`config.mk`:
```
export PLATFORM = sky130hd
export DESIGN_NAME = headless_startup_run_control
export DESIGN_NICKNAME = d
export VERILOG_FILES = /design/src/verilog/startup_pkg.sv /design/src/verilog/headless_startup_run_control.sv
export SDC_FILE = /design/constraint.sdc
export NUM_CORES = 1
export LEC_CHECK = 0
export BUFFER_PORTS_ARGS = -buffer_cell sky130_fd_sc_hd__buf_2
export CAP_MARGIN = 20
export CORE_AREA = 8 8 72 49
export CTS_CLUSTER_SIZE = 20
export DETAILED_ROUTE_END_ITERATION = 10
export DIE_AREA = 0 0 80 57
export PLACE_DENSITY = 0.74
export SLEW_MARGIN = 10
export SYNTH_ARGS = -nofsm -noshare
export SYNTH_HDL_FRONTEND = slang
export SYNTH_SLANG_ARGS = --single-unit
```
`constraint.sdc`:
```
create_clock -name clk -period 2.7 [get_ports clk]
set_clock_uncertainty 0.05 [all_clocks]
set_input_delay 0 -clock clk [delete_from_list [all_inputs] [get_ports clk]]
set_output_delay 0 -clock clk [all_outputs]
set_load 0.005 [all_outputs]
```
`src/verilog/startup_pkg.sv`:
```
/*
 * Constants and carrier types for the power-up sequencer of the module variant
 * without keys or display.
 * Assumes one 50 MHz clock and a synchronous active-low power-on reset.
 */
package startup_pkg;

    localparam int unsigned CLK_HZ = 50_000_000;
    localparam int unsigned SETTLE_US = 10;
    localparam int unsigned SETTLE_CYCLES = (SETTLE_US * (CLK_HZ / 1_000_000));
    localparam int unsigned SETTLE_W = 16;

    typedef enum logic [2:0] {
        ST_SETTLE = 3'b000,
        ST_PROBE = 3'b001,
        ST_COPY = 3'b010,
        ST_CHECK = 3'b011,
        ST_PC_LINK = 3'b100,
        ST_RUN = 3'b101,
        ST_STOP = 3'b110
    } run_state_t;

    // Status toward the rest of the module.
    typedef struct packed {
        logic run;
        logic pc_link_mode;
        logic copy_busy;
        logic red_led;
        logic green_led;
    } run_status_t;

    // Handshake to the card copy engine.
    typedef struct packed {
        logic start;
    } copy_req_t;

endpackage : startup_pkg

```
`src/verilog/headless_startup_run_control.sv`:
```
/*
 * Power-up sequencer and run-state LED driver for the headless variant.
 * Assumes card and cable detect are pins (synchronised here); copy engine
 * and program-valid flag are on the same clock.
 */
`timescale 1ns/1ps
module headless_startup_run_control (
    // Clock and reset
    input wire logic clk,
    input wire logic resetn,
    // Presence pins
    input wire logic card_present,
    input wire logic pc_cable_present,
    // Program memory and copy engine
    input wire logic prog_valid,
    input wire logic copy_done,
    output startup_pkg::copy_req_t copy_req,
    // Keys, accepted but ignored on this variant
    input wire logic [3:0] keys,
    // Status and LEDs
    output startup_pkg::run_status_t status
);
    import startup_pkg::*;

    // The LEDs follow RUN alone; red covers every state that is not RUN.
    function automatic run_status_t status_of(input run_state_t s);
        run_status_t r;
        r = '0;
        case (s)
            ST_RUN: begin
                r.run = 1'b1;
                r.green_led = 1'b1;
            end
            ST_PC_LINK: begin
                r.pc_link_mode = 1'b1;
                r.red_led = 1'b1;
            end
            ST_COPY: begin
                r.copy_busy = 1'b1;
                r.red_led = 1'b1;
            end
            // Settle, probe, check and stop all show red only.
            default: begin
                r.red_led = 1'b1;
            end
        endcase
        return r;
    endfunction : status_of

    // Shifts one pin sample into a two-stage synchroniser.
    function automatic logic [1:0] sync_shift(input logic [1:0] q, input logic pin);
        return {q[0], pin};
    endfunction : sync_shift

    // Terminal count of the settle counter.
    function automatic logic settle_end(input logic [SETTLE_W-1:0] cnt);
        return (cnt == SETTLE_W'(SETTLE_CYCLES - 1));
    endfunction : settle_end

    // Presence pins after two flip-flops.
    logic [1:0] card_sync_q;
    logic [1:0] card_sync_d;
    logic [1:0] cable_sync_q;
    logic [1:0] cable_sync_d;
    logic card_seen;
    logic cable_seen;

    // Settle counter.
    logic [SETTLE_W-1:0] cnt_q;
    logic [SETTLE_W-1:0] cnt_d;
    logic settle_done;

    // Sequencer state and copy start pulse.
    run_state_t state_q;
    run_state_t state_d;
    logic start_q;
    logic start_d;

    // Registered status word.
    run_status_t status_q;
    run_status_t status_d;

    logic unused_keys;

    // Keys never influence state on this variant.
    assign unused_keys = |keys;

    // Only the second stage of each synchroniser feeds the sequencer.
    assign card_seen = card_sync_q[1];
    assign cable_seen = cable_sync_q[1];

    always_comb begin
        card_sync_d = sync_shift(card_sync_q, card_present);
        cable_sync_d = sync_shift(cable_sync_q, pc_cable_present);
    end

    always_ff @(posedge clk) begin
        if (!resetn) begin
            card_sync_q <= 2'h0;
            cable_sync_q <= 2'h0;
        end else begin
            card_sync_q <= card_sync_d;
            cable_sync_q <= cable_sync_d;
        end
    end

    // The settle counter runs only in the settle state and then holds.
    assign settle_done = settle_end(cnt_q);

    always_comb begin
        cnt_d = cnt_q;
        if ((state_q == ST_SETTLE) && !settle_done) begin
            cnt_d = cnt_q + SETTLE_W'(1);
        end
    end

    always_ff @(posedge clk) begin
        if (!resetn) begin
            cnt_q <= '0;
        end else begin
            cnt_q <= cnt_d;
        end
    end

    // The sequencer passes through its decisions once per power-on and then parks.
    always_comb begin
        state_d = state_q;
        case (state_q)
            // Wait for the presence pins to settle after power-on.
            ST_SETTLE: begin
                if (settle_done) begin
                    state_d = ST_PROBE;
                end
            end
            // A card wins over a cable; with neither, the stored program decides.
            ST_PROBE: begin
                if (card_seen) begin
                    state_d = ST_COPY;
                end else if (cable_seen) begin
                    state_d = ST_PC_LINK;
                end else begin
                    state_d = ST_CHECK;
                end
            end
            // After the copy engine reports the end, a cable leads to link; without one, validity is judged.
            ST_COPY: begin
                if (copy_done) begin
                    if (cable_seen) begin
                        state_d = ST_PC_LINK;
                    end else begin
                        state_d = ST_CHECK;
                    end
                end
            end
            // A missing or broken program parks in STOP with the red LED lit.
            ST_CHECK: begin
                if (prog_valid) begin
                    state_d = ST_RUN;
                end else begin
                    state_d = ST_STOP;
                end
            end
            // Link, run and stop hold until the next power-on.
            ST_PC_LINK: begin
                state_d = ST_PC_LINK;
            end
            ST_RUN: begin
                state_d = ST_RUN;
            end
            ST_STOP: begin
                state_d = ST_STOP;
            end
            // Any unused code returns to settle; the settle counter is not cleared, so probe follows at once.
            default: begin
                state_d = ST_SETTLE;
            end
        endcase
    end

    always_ff @(posedge clk) begin
        if (!resetn) begin
            state_q <= ST_SETTLE;
        end else begin
            state_q <= state_d;
        end
    end

    // One-cycle start pulse on the step from probe into copy.
    always_comb begin
        start_d = 1'b0;
        if ((state_q == ST_PROBE) && (state_d == ST_COPY)) begin
            start_d = 1'b1;
        end
    end

    always_ff @(posedge clk) begin
        if (!resetn) begin
            start_q <= 1'b0;
        end else begin
            start_q <= start_d;
        end
    end

    // Status is registered from the next state so it moves with the state register.
    always_comb begin
        status_d = status_of(state_d);
    end

    always_ff @(posedge clk) begin
        if (!resetn) begin
            status_q <= status_of(ST_SETTLE);
        end else begin
            status_q <= status_d;
        end
    end

    // Both outputs come straight from flip-flops.
    assign copy_req.start = start_q;
    assign status = status_q;

endmodule : headless_startup_run_control

```
==> results by group, run 1 <==
Outcome
  – Status: finished clean

Clocking
  – Root Buffer: clkbuf_8
  – CTS clk-pin slew, worst paths: roughly 0.10 ns
  – # H-tree levels: 1
  – CTS buffer count: 3
  – Clock tree buffer depth: 2
  – CTS tree: built
  – Clk sink count: 28
  – Post-CTS Resized: 0
  – Worst skew pair latency: about 0.28 ns

Yosys
  – Distinct cells, synth: 39
  – Synth area leaders: dfxtp_1 44%, or3_1 4.4%, nor2_1 3.5%
  – Synth Register Bits: 28
  – Cell Area, Synth: 1285 um2
  – Syn Nets: 160
  – Cells after synthesis: 149
  – Post-synth top area share: 43.62%
  – Synth Area per Inst: approximately 8.6 um2
  – Biggest area consumer among synthesized cells: dfxtp_1
  – YS warnings: 0
  – Register area share after synthesis: a little over two fifths

Placement
  – Port bufs: 11
  – GPL Wtd Cong: about 0.85
  – Post-DP HPWL: 1853 um

Cells and area
  – Filler cells: 221
  – Antenna diode count: 0
  – Layout cell share with drive strength beyond 1: about 14%
  – Fin nets: approximately 170
  – Area Growth Syn to Fin: 11.98%
  – Area of the multi-input gates: between 600 and 700 um2
  – Commonest non-fill, non-tap cells in the layout: 28 x dfxtp_1, 12 x nor2_1, 11 x buf_2, 9 x or3_1
  – Most common cell after layout, fill and taps aside: dfxtp_1
  – Register Area: between 500 and 600 um2

GRT
  – Number of global-route vias before repair: 973
  – First-pass GRT wire length: around 4300 um
  – GRT overflow: 0
  – Largest net degree at the start of global routing: 17
  – Initial antenna violation count: 0
  – GRT Total Usage: 11.53%

Critical path
  – Worst R2R End: cnt_q[11]
  – Reg2reg start: state_q[1]
  – Buf/Inv on CP: 0
  – CP Cell Sequence: or4b_4, or4b_4, or3_1, a21oi_1
  – Reg2reg path depth: 4
  – Worst EP required: between 2 and 3 ns
  – R2R Setup Slk: around 0.55 ns
  – Most used cell, CP: or4b_4
  – Critical setup path kind: flop to flop
  – Worst path max stage delay: between 0.6 and 0.7 ns
  – Data arrival, critical path: roughly 2.3 ns
  – Worst Setup Start Kind: flop
  – Crit path max-delay cell type: or4b_4
  – Delay-heaviest family, CP: simple AND/OR/NAND/NOR gates
  – CP endpoint kind: flop
  – Crit Path Max Fanout: 11

Route
  – Drt first pass iters: 5
  – Post-detailed-route count of antenna-violating nets: 0
  – Drt total wl: roughly 2500 um
  – Post-route DRC: 0
  – Total number of vias: around 1000
  – Initial DRC Count: 95
  – Avg WL per Cell: 13.12 um
  – Number of vias per cell: roughly 5.4

Timing
  – Slew margin rel.: approximately 62%
  – Endpoints failing setup: 0
  – Final Hold Fails: 0
  – Unrepaired setup endpoints after global routing: false
  – Fmax: roughly 470 MHz
  – Max-slew violation count: 0
  – Least-Margin Pin Slew: 0.5663 ns
  – Crit share post-route: 79.63%
  – Crit path time final: approximately 2.2 ns
  – Fin Setup TNS: 0 ns
  – Worst hold slack: roughly 0.044 ns

Power and ir drop
  – PD cells: between 500 and 600 nW/um2
  – Worst VDD drop: around 0.28 mV
  – Leakage: about 0.53 nW

Flow run
  – MaxCap Viol Count: 0

Worst hold path
  – WHS Path Cells: 3
  – Worst min path class: input pin to flop
  – HP Start: resetn
  – Worst Hold End: cnt_q[1]

Floorplanning
  – Die area: 4560 um2
  – Row cnt: 15
  – I/O pin cnt: 16
  – Core Area: ~2600 um2
  – Initial Utilization: roughly half
  – Die Height: between 50 and 60 um
  – Horiz. Die Dim: roughly 80 um
worst max-delay path by stage:
stage | from | to | slack, ns | depth (start not counted)
final | state_q[1] | cnt_q[11] | 0.55 | 4
after detailed placement | state_q[1] | cnt_q[11] | 0.58 | 4
after floorplan | state_q[0] | cnt_q[15] | 0.71 | 5
after global placement | state_q[1] | cnt_q[15] | 0.63 | 4
after global routing | state_q[1] | cnt_q[13] | 0.47 | 4
after CTS | state_q[1] | cnt_q[11] | 0.56 | 4
registers in the layout, summed over array words and instances (netlist names):
signal and count:
status 4, cnt_q 16, cable_sync_q 2, card_sync_q 2, state_q 3, copy_req 1
worst min-delay path, stage by stage:
cell	delay, ns
buf_2	0.18
nand2_1	0.09
o31ai_1	0.05
synth_stat cells:
cell type,count
a211oi_1,1
a21o_1,1
a21oi_1,8
a221oi_1,2
and2_1,5
and3_1,3
and3b_1,1
and4_1,1
and4b_1,1
buf_2,1
buf_4,1
buf_6,1
clkbuf_1,5
dfxtp_1,28
ha_1,1
inv_1,7
mux2i_1,2
nand2_1,8
nand2b_1,3
nand3_1,5
nand3b_1,1
nand4_1,4
nor2_1,12
nor2b_1,1
nor3_1,5
nor3b_1,1
nor4_1,5
nor4b_1,1
o211ai_1,1
o21ai_0,8
o31ai_1,1
o32a_1,1
or2_2,3
or2b_1,1
or3_1,9
or3b_2,1
or4_1,2
or4b_4,2
xnor2_1,5
what timing repair did:
item | in CTS | in global routing
hold buffers | 2 | 0
hold endpoints to repair | 2 | 0
buffers inserted | 0 | 0
per-layer routing:
metal	share of wire, %	track usage (%)
met5	0	0
met3	7.7	4.545
met1	49	15.88
met4	0	1.546
met2	43	16.76
cells by family (layout without fill, tap and decap cells):
logic type	Yosys count	count (layout)	share of synthesized area (%)
simple gates	75	75	34.37
fa+ha+maj	1	1	0.9736
buf+inv	15	25	5.356
mux	2	2	1.558
xor+xnor	5	5	3.408
flops	28	28	43.62
compound gates	23	23	10.71
layout make-up:
class,instances,area share [%]
multi-input combinational,106,45.57
sequential,28,38.96
timing repair buffer,14,5.739
tap,34,2.957
clock buffer,3,2.870
clock inverter,1,2.087
inverter,7,1.826
report_power, final:
| part | switching (W) | internal (W) |
|---|---|---|
| clock network | 0.000129 | 0.000198 |
| logic | 0.0000146 | 0.0000136 |
| registers | 0.00000556 | 0.000419 |
per-stage QoR:
stage	std cells	setup WS [ns]	area (um2)	utilization, %	total power, W
detailed placement	187	0.5786	1348	52.03	0.0004598
floorplan	149	0.7066	1285	-	0.0004513
finish	193	0.5499	1439	55.56	0.0007804
global route	193	0.4659	1439	55.56	0.0008095
global placement	187	0.6283	1348	52.03	0.0004588
CTS	193	0.5556	1439	55.56	0.0007834
Note: power is estimated with default switching activity, not from simulation.
==> run 2, diff against run 1 <==
- ABC_AREA: not set -> 1
- CORE_AREA: 8 8 72 49 -> 8 8 77 52
- DIE_AREA: 0 0 80 57 -> 0 0 85 60
- PLACE_DENSITY: 0.74 -> 0.76
- clock period: 2.7 -> 2 ns (I/O delays scaled with it)
==> run 2 against run 1 <==
  * Total power increased by 25%
  * First-iteration DRC count decreased by 19%
  * Global-route usage increased by 2.3 points
  * Combinational power increased by 64%
  * Routed wire length increased by 29%
  * Via count increased by 31%
  * Register-to-register slack got worse by 0.22 ns
  * Synthesized cell count increased by 54%
  * Sequential power increased by 35%
  * Critical endpoint unchanged
  * Highest routed layer is now met4
==> results by group, run 2 <==
Outcome
  – Status: finished clean (unchanged)

Yosys
  – Cells after synthesis: 230 (was 149)
  – YS warnings: 0 (unchanged)
  – Post-synth top area share: 35.30% (was 43.62%)
  – Syn Nets: 241 (was 160)
  – Synth area leaders: dfxtp_1 35%, nand2_1 15%, nor2_1 7.6% (was dfxtp_1 44%, or3_1 4.4%, nor2_1 3.5%)
  – Distinct cells, synth: 25 (was 39)
  – Most numerous cell in the Yosys netlist: nand2_1 (was dfxtp_1)
  – Synth top cells by count: 63 x nand2_1, 32 x nor2_1, 28 x dfxtp_1 (was 28 x dfxtp_1, 12 x nor2_1, 9 x or3_1)
  – Biggest area consumer among synthesized cells: dfxtp_1 (unchanged)
  – Cell Area, Synth: 1588 um2 (was 1285 um2)
  – Async SR Flop Fraction: 0% (unchanged)
  – Synth Area per Inst: 6.903 um2 (was 8.624 um2)
  – Post-synth EDFFs: 0 (unchanged)
  – Synth Register Bits: 28 (unchanged)
  – Main flop type after synthesis: dfxtp_1 (unchanged)
  – Register area share after synthesis: 35.30% (was 43.62%)

Critical path
  – Worst R2R End: cnt_q[11] (unchanged)
  – Worst EP required: 2.16 ns (was 2.86 ns)
  – Worst setup path endpoint: cnt_q[11] (unchanged)
  – Critical setup path kind: flop to flop (unchanged)
  – Reg2reg path depth: 7 (was 4)
  – Data arrival, critical path: 1.84 ns (was 2.31 ns)
  – R2R Setup Slk: 0.33 ns (was 0.55 ns)
  – Worst Setup SP: cnt_q[0] (was state_q[1])
  – CP endpoint kind: flop (unchanged)
  – Worst Setup Start Kind: flop (unchanged)
  – Crit Path Max Fanout: 14 (was 11)
  – Reg2reg start: cnt_q[0] (was state_q[1])

GRT
  – GRT overflow: 0 (unchanged)
  – Initial antenna violation count: 0 (unchanged)
  – GRT Total Usage: 13.88% (was 11.53%)
  – Largest net degree at the start of global routing: 16 (was 17)
  – Number of global-route vias before repair: 1214 (was 973)
  – First-pass GRT wire length: 5644 um (was 4257 um)

Power and ir drop
  – Leakage: 0.7222 nW (was 0.5319 nW)
  – Clock Power Share: 36.2% (was 42.0%)
  – Combinational fraction of design power: 4.7% (was 3.6%)
  – Sw Share: 21.42% (was 19.11%)
  – Sequential Power Share: 59.0% (was 54.4%)
  – Sw Pwr: 0.0002082 W (was 0.0001491 W)
  – Final Power: 0.0009720 W (was 0.0007804 W)
  – PD cells: 556.1 nW/um2 (was 542.4 nW/um2)
  – Internal: 0.0007638 W (was 0.0006312 W)
  – Worst VDD drop: 0.4011 mV (was 0.2849 mV)

Worst hold path
  – Worst min path class: input pin to flop (unchanged)

Clocking
  – CTS buffer count: 3 (unchanged)
  – Worst skew pair latency: 0.27 ns (was 0.28 ns)
  – CTS clk-pin slew, worst paths: 0.09 ns (was 0.10 ns)
  – CTS tree: built (unchanged)
  – Root Buffer: clkbuf_8 (unchanged)
  – Clock tree buffer depth: 2 (unchanged)
  – Post-CTS Resized: 0 (unchanged)
  – Clk sink count: 28 (unchanged)
  – Setup Fix Bufs, Post-CTS: 0 (unchanged)
  – # H-tree levels: 1 (unchanged)

Timing
  – Endpoints failing setup: 0 (unchanged)
  – Final Hold Fails: 0 (unchanged)
  – Least-Margin Pin Slew: 0.4584 ns (was 0.5663 ns)
  – Worst hold slack: 0.03429 ns (was 0.04366 ns)
  – Max-slew violation count: 0 (unchanged)
  – Crit share post-route: 83.74% (was 79.63%)
  – Crit path time final: 1.675 ns (was 2.150 ns)
  – Fin Setup TNS: 0 ns (unchanged)
  – Unrepaired setup endpoints after global routing: false (unchanged)
  – Fmax: 597.1 MHz (was 465.1 MHz)
  – Slew margin rel.: 69.36% (was 62.02%)

Placement
  – Post-DP HPWL: 2400 um (was 1853 um)
  – Port bufs: 11 (unchanged)
  – GPL Wtd Cong: 0.8691 (was 0.8500)

Floorplanning
  – Row cnt: 16 (was 15)
  – Horiz. Die Dim: 85 um (was 80 um)
  – I/O pin cnt: 16 (unchanged)
  – Die Height: 60 um (was 57 um)
  – Core Area: 2983 um2 (was 2590 um2)
  – Initial Utilization: 53.23% (was 49.61%)
  – Die area: 5100 um2 (was 4560 um2)

Flow run
  – MaxCap Viol Count: 0 (unchanged)

Route
  – Drt total wl: 3256 um (was 2532 um)
  – Post-detailed-route count of antenna-violating nets: 0 (unchanged)
  – Initial DRC Count: 77 (was 95)
  – Post-route DRC: 0 (unchanged)
  – Total number of vias: 1367 (was 1047)
  – Avg WL per Cell: 11.59 um (was 13.12 um)
  – Drt first pass iters: 4 (was 5)
  – Number of vias per cell: 4.865 (was 5.425)

Cells and area
  – Reg with most FFs: cnt_q (unchanged)
  – Commonest non-fill, non-tap cells in the layout: 63 x nand2_1, 32 x nor2_1, 28 x dfxtp_1, 27 x inv_1, 18 x nand3_1 (was 28 x dfxtp_1, 12 x nor2_1, 11 x buf_2, 9 x or3_1)
  – Max reg flops: 16 (unchanged)
  – Final Core Density: 58.60% (was 55.56%)
  – Fin nets: 257 (was 171)
  – Layout cell share with drive strength beyond 1: 17.14% (was 13.84%)
  – Antenna diode count: 0 (unchanged)
  – Area Growth Syn to Fin: 10.09% (was 11.98%)
  – Most common cell after layout, fill and taps aside: nand2_1 (was dfxtp_1)
  – Filler cells: 276 (was 221)
[run 2: cell types whose count changed after synthesis, moves of 5 or more]
cell,delta
nand3_1,+13
inv_1,+20
nand2_2,+9
nand2_1,+55
nor4_1,-5
or3_1,-9
a21oi_2,+8
and2_1,-5
nor2_1,+20
[run 2: critical path, stage by stage (launching register included)]
cell,delay (ns)
dfxtp_1,0.40
ha_1,0.23
nand3_1,0.16
nor2_4,0.19
nand2_2,0.16
nand2_4,0.20
nand2_1,0.09
a21oi_2,0.13
[run 2: area by class of cell]
type	instances	area, um2	share of cell area (%)
multi-input cells	167	862.1	49.32
flip-flops and latches	28	560.5	32.07
repair buffers	18	120.1	6.872
inverters	28	105.1	6.013
clock buffers	4	55.05	3.150
well taps	36	45.04	2.577
[run 2: power by group through the flow]
stage	combinational, W	clock (W)	sequential (W)
floorplan	0.0000261	0	0.000585
global placement	0.0000378	0	0.000586
detailed placement	0.0000379	0	0.000587
CTS	0.0000457	0.000360	0.000574
global route	0.0000518	0.000387	0.000575
finish	0.0000460	0.000352	0.000574
[run 2: repair_timing]
item | CTS | global route
hold buffers | 5 | 0
setup endpoints to repair | 0 | 0
endpoints found under the hold margin | 7 | 0
[run 2: per-stage QoR]
step                      std cells  area [um2]  setup WS, ns
final                           281        1748        0.3252
after global routing            281        1748        0.2187
after CTS                       281        1748        0.3330
after detailed placement        272        1643        0.3548
after global placement          272        1643        0.4060
after floorplan                 230        1588        0.5370
[run 2: cells by family (layout without fill, tap and decap cells)]
family | after synthesis | in the layout | synth area share, %
buffers and inverters | 35 | 50 | 10.40
adder cells (fa/ha/maj) | 1 | 1 | 0.7879
XOR/XNOR | 7 | 7 | 3.861
AND/OR/NAND/NOR | 138 | 138 | 40.27
AO/OA/AOI/OAI | 21 | 21 | 9.378
flip-flops | 28 | 28 | 35.30
[run 2: worst min path at each step]
stage,depth (start not counted),end,start,slack (ns)
after CTS,4,status[1],prog_valid,0.03
final,4,status[1],prog_valid,0.03
after detailed placement,3,cable_sync_q[0],pc_cable_present,0.14
after floorplan,2,cable_sync_q[0],pc_cable_present,0.05
after global routing,4,status[1],prog_valid,0.07
after global placement,3,card_sync_q[0],card_present,0.13
[run 2: layer usage]
layer | global-route usage [%] | share of wire, % | up-vias | wire length [um]
met2 | 20.58 | 40 | 26 | 1297
met4 | 3.015 | 0.43 | 0 | 14
met5 | 0 | 0 | - | 0
met1 | 19.29 | 56 | 593 | 1814
met3 | 3.841 | 4.0 | 2 | 129
li1 | - | - | 746 | -
==> run 3, diff against run 2 <==
- clock period: 2 -> 1.7 ns (I/O delays scaled with it)
==> run 3 against run 2 <==
  * Via count grew 3.4%
  * Clock power up 16%
  * Global-route usage is 0.43 points higher
  * First-iteration DRC count increased by 47%
  * Critical endpoint is now cnt_q[3]
==> results by group, run 3 (synthesis gave the netlist of run 2 again) <==
Cells and area
  – Filler cells: 270 (was 276)
  – Fin area: 1814 um2 (was 1748 um2)
  – Finished Layout Cells: 285 (was 281)
  – Commonest non-fill, non-tap cells in the layout: 63 x nand2_1, 31 x nor2_1, 26 x inv_1, 26 x dfxtp_1, 17 x nand3_1 (was 63 x nand2_1, 32 x nor2_1, 28 x dfxtp_1, 27 x inv_1, 18 x nand3_1)
  – Fin nets: 261 (was 257)
  – Max reg flops: 16 (unchanged)
  – Most common cell after layout, fill and taps aside: nand2_1 (unchanged)
  – Layout cell share with drive strength beyond 1: 21.29% (was 17.14%)
  – Area Growth Syn to Fin: 14.26% (was 10.09%)
  – Antenna diode count: 0 (unchanged)
  – Reg with most FFs: cnt_q (unchanged)

Worst hold path
  – Worst Hold End: status[1] (unchanged)
  – HP Start: prog_valid (unchanged)
  – WHS Path Cells: 4 (unchanged)
  – Worst min path class: input pin to flop (unchanged)

Flow run
  – MaxCap Viol Count: 0 (unchanged)

Critical path
  – Worst EP required: 1.86 ns (was 2.16 ns)
  – Crit path max-delay cell type: dfxtp_1 (unchanged)
  – CP endpoint kind: flop (unchanged)
  – Crit Path Max Fanout: 14 (unchanged)
  – Worst path max stage delay: 0.37 ns (was 0.40 ns)
  – Critical setup path kind: flop to flop (unchanged)
  – Worst R2R End: cnt_q[3] (was cnt_q[11])
  – Reg2reg start: cnt_q[1] (was cnt_q[0])
  – Worst Setup Start Kind: flop (unchanged)
  – CP Cell Sequence: ha_2, nand3_1, nor2_4, nand2_4, nand2_8, nand2_1, a21oi_1 (was ha_1, nand3_1, nor2_4, nand2_2, nand2_4, nand2_1, a21oi_2)
  – R2R Setup Slk: 0.16 ns (was 0.33 ns)
  – Reg2reg path depth: 7 (unchanged)
  – Data arrival, critical path: 1.69 ns (was 1.84 ns)

Timing
  – Crit path time final: 1.537 ns (was 1.675 ns)
  – Max-slew violation count: 0 (unchanged)
  – Slew margin rel.: 75.28% (was 69.36%)
  – Crit share post-route: 90.42% (was 83.74%)
  – Final Hold Fails: 0 (unchanged)
  – Endpoints failing setup: 0 (unchanged)
  – Unrepaired setup endpoints after global routing: false (unchanged)
  – Least-Margin Pin Slew: 0.3704 ns (was 0.4584 ns)
  – Fin Setup TNS: 0 ns (unchanged)
  – Fmax: 650.6 MHz (was 597.1 MHz)

Route
  – Drt total wl: 3374 um (was 3256 um)
  – Initial DRC Count: 113 (was 77)
  – Post-detailed-route count of antenna-violating nets: 0 (unchanged)
  – Number of vias per cell: 4.961 (was 4.865)
  – Total number of vias: 1414 (was 1367)
  – Avg WL per Cell: 11.84 um (was 11.59 um)
  – Post-route DRC: 0 (unchanged)
  – Drt first pass iters: 4 (unchanged)

Floorplanning
  – Die area: 5100 um2 (unchanged)
  – Row cnt: 16 (unchanged)
  – Horiz. Die Dim: 85 um (unchanged)
  – I/O pin cnt: 16 (unchanged)
  – Core Area: 2983 um2 (unchanged)
  – Initial Utilization: 53.23% (unchanged)
  – Die Height: 60 um (unchanged)

Placement
  – GPL Wtd Cong: 0.9046 (was 0.8691)
  – Post-DP HPWL: 2441 um (was 2400 um)
  – Port bufs: 11 (unchanged)
  – Dpl cells: 276 (was 272)
  – Post-DP Area: 1685 um2 (was 1643 um2)

Clocking
  – CTS tree: built (unchanged)
  – CTS clk-pin slew, worst paths: 0.09 ns (about the same)
  – Clk sink count: 28 (unchanged)
  – CTS buffer count: 3 (unchanged)
  – # H-tree levels: 1 (unchanged)
  – Clock tree buffer depth: 2 (unchanged)
  – Root Buffer: clkbuf_8 (unchanged)
  – Worst skew pair latency: 0.27 ns (about the same)

Power and ir drop
  – PD cells: 629.9 nW/um2 (was 556.1 nW/um2)
  – Final Power: 0.001143 W (was 0.0009720 W)
  – Worst VDD drop: 0.5861 mV (was 0.4011 mV)
  – Leakage: 0.7650 nW (was 0.7222 nW)
  – Sw Share: 21.28% (was 21.42%)
  – Combinational fraction of design power: 4.9% (was 4.7%)
  – Sw Pwr: 0.0002432 W (was 0.0002082 W)
  – Clock Power Share: 35.9% (was 36.2%)
  – Sequential Power Share: 59.2% (was 59.0%)
  – Internal: 0.0008995 W (was 0.0007638 W)

GRT
  – First-pass GRT wire length: 5775 um (was 5644 um)
  – GRT Total Usage: 14.30% (was 13.88%)
  – Largest net degree at the start of global routing: 16 (unchanged)
  – Number of global-route vias before repair: 1219 (was 1214)
  – Initial antenna violation count: 0 (unchanged)
  – GRT overflow: 0 (unchanged)

Outcome
  – Status: finished clean (unchanged)
==> run 3: area by class of cell <==
| cell class | instances | area [um2] | area share (%) |
|---|---|---|---|
| multi-input combinational | 167 | 885.9 | 48.83 |
| timing repair buffer | 22 | 160.2 | 8.828 |
| clock buffer | 4 | 55.05 | 3.034 |
| tap | 36 | 45.04 | 2.483 |
| sequential | 28 | 563.0 | 31.03 |
| inverter | 28 | 105.1 | 5.793 |
==> run 3: power groups by stage <==
| stage | Combinational, W | Clock (W) | Sequential [W] |
|---|---|---|---|
| 2_1_floorplan | 0.0000308 | 0 | 0.000688 |
| 3_3_place_gp | 0.0000460 | 0 | 0.000690 |
| 3_5_place_dp | 0.0000468 | 0 | 0.000690 |
| 4_1_cts | 0.0000559 | 0.000419 | 0.000675 |
| 5_1_grt | 0.0000634 | 0.000454 | 0.000678 |
| 6_report | 0.0000563 | 0.000410 | 0.000676 |
==> run 3: worst max-delay path by stage <==
stage	start	end	slack, ns	cells past startpoint
after floorplan	cnt_q[0]	cnt_q[7]	0.24	8
after global placement	cnt_q[0]	cnt_q[11]	0.16	7
after detailed placement	cnt_q[0]	cnt_q[11]	0.14	7
after CTS	cnt_q[0]	cnt_q[15]	0.05	7
after global routing	cnt_q[1]	cnt_q[10]	0.05	10
final	cnt_q[1]	cnt_q[3]	0.16	7
==> run 3: through the flow <==
stage | hold WS, ns | utilization, % | worst slack [ns]
CTS | 0.03832 | 59.69 | 0.04584
floorplan | 0.04763 | - | 0.2370
detailed placement | 0.1388 | 56.50 | 0.1404
finish | 0.04314 | 60.82 | 0.1629
global route | 0.06865 | 60.82 | 0.04534
global placement | 0.1334 | 56.50 | 0.1598
==> run 3: critical path: cells and delay by family (launching register included) <==
kind / cells / cell delay (ns)
AO/OA/AOI/OAI: 1 / 0.14
AND/OR/NAND/NOR: 5 / 0.71
adder cells (fa/ha/maj): 1 / 0.21
flip-flops: 1 / 0.37
==> run 3: timing repair <==
action                                  in CTS  in global routing
gates resized for setup                      0                  8
buffers inserted                             0                  1
hold buffers                                 4                  0
endpoints found under the setup margin       0                 16
hold endpoints to repair                     6                  0
==> run 3: metal layers <==
metal  routed length, um  vias to the layer above  GRT usage (%)
met3                 238                        2          4.527
met1                1774                      622          20.33
met4                  14                        0          3.518
met5                   0                        -              0
li1                    -                      759              -
met2                1346                       31          19.91
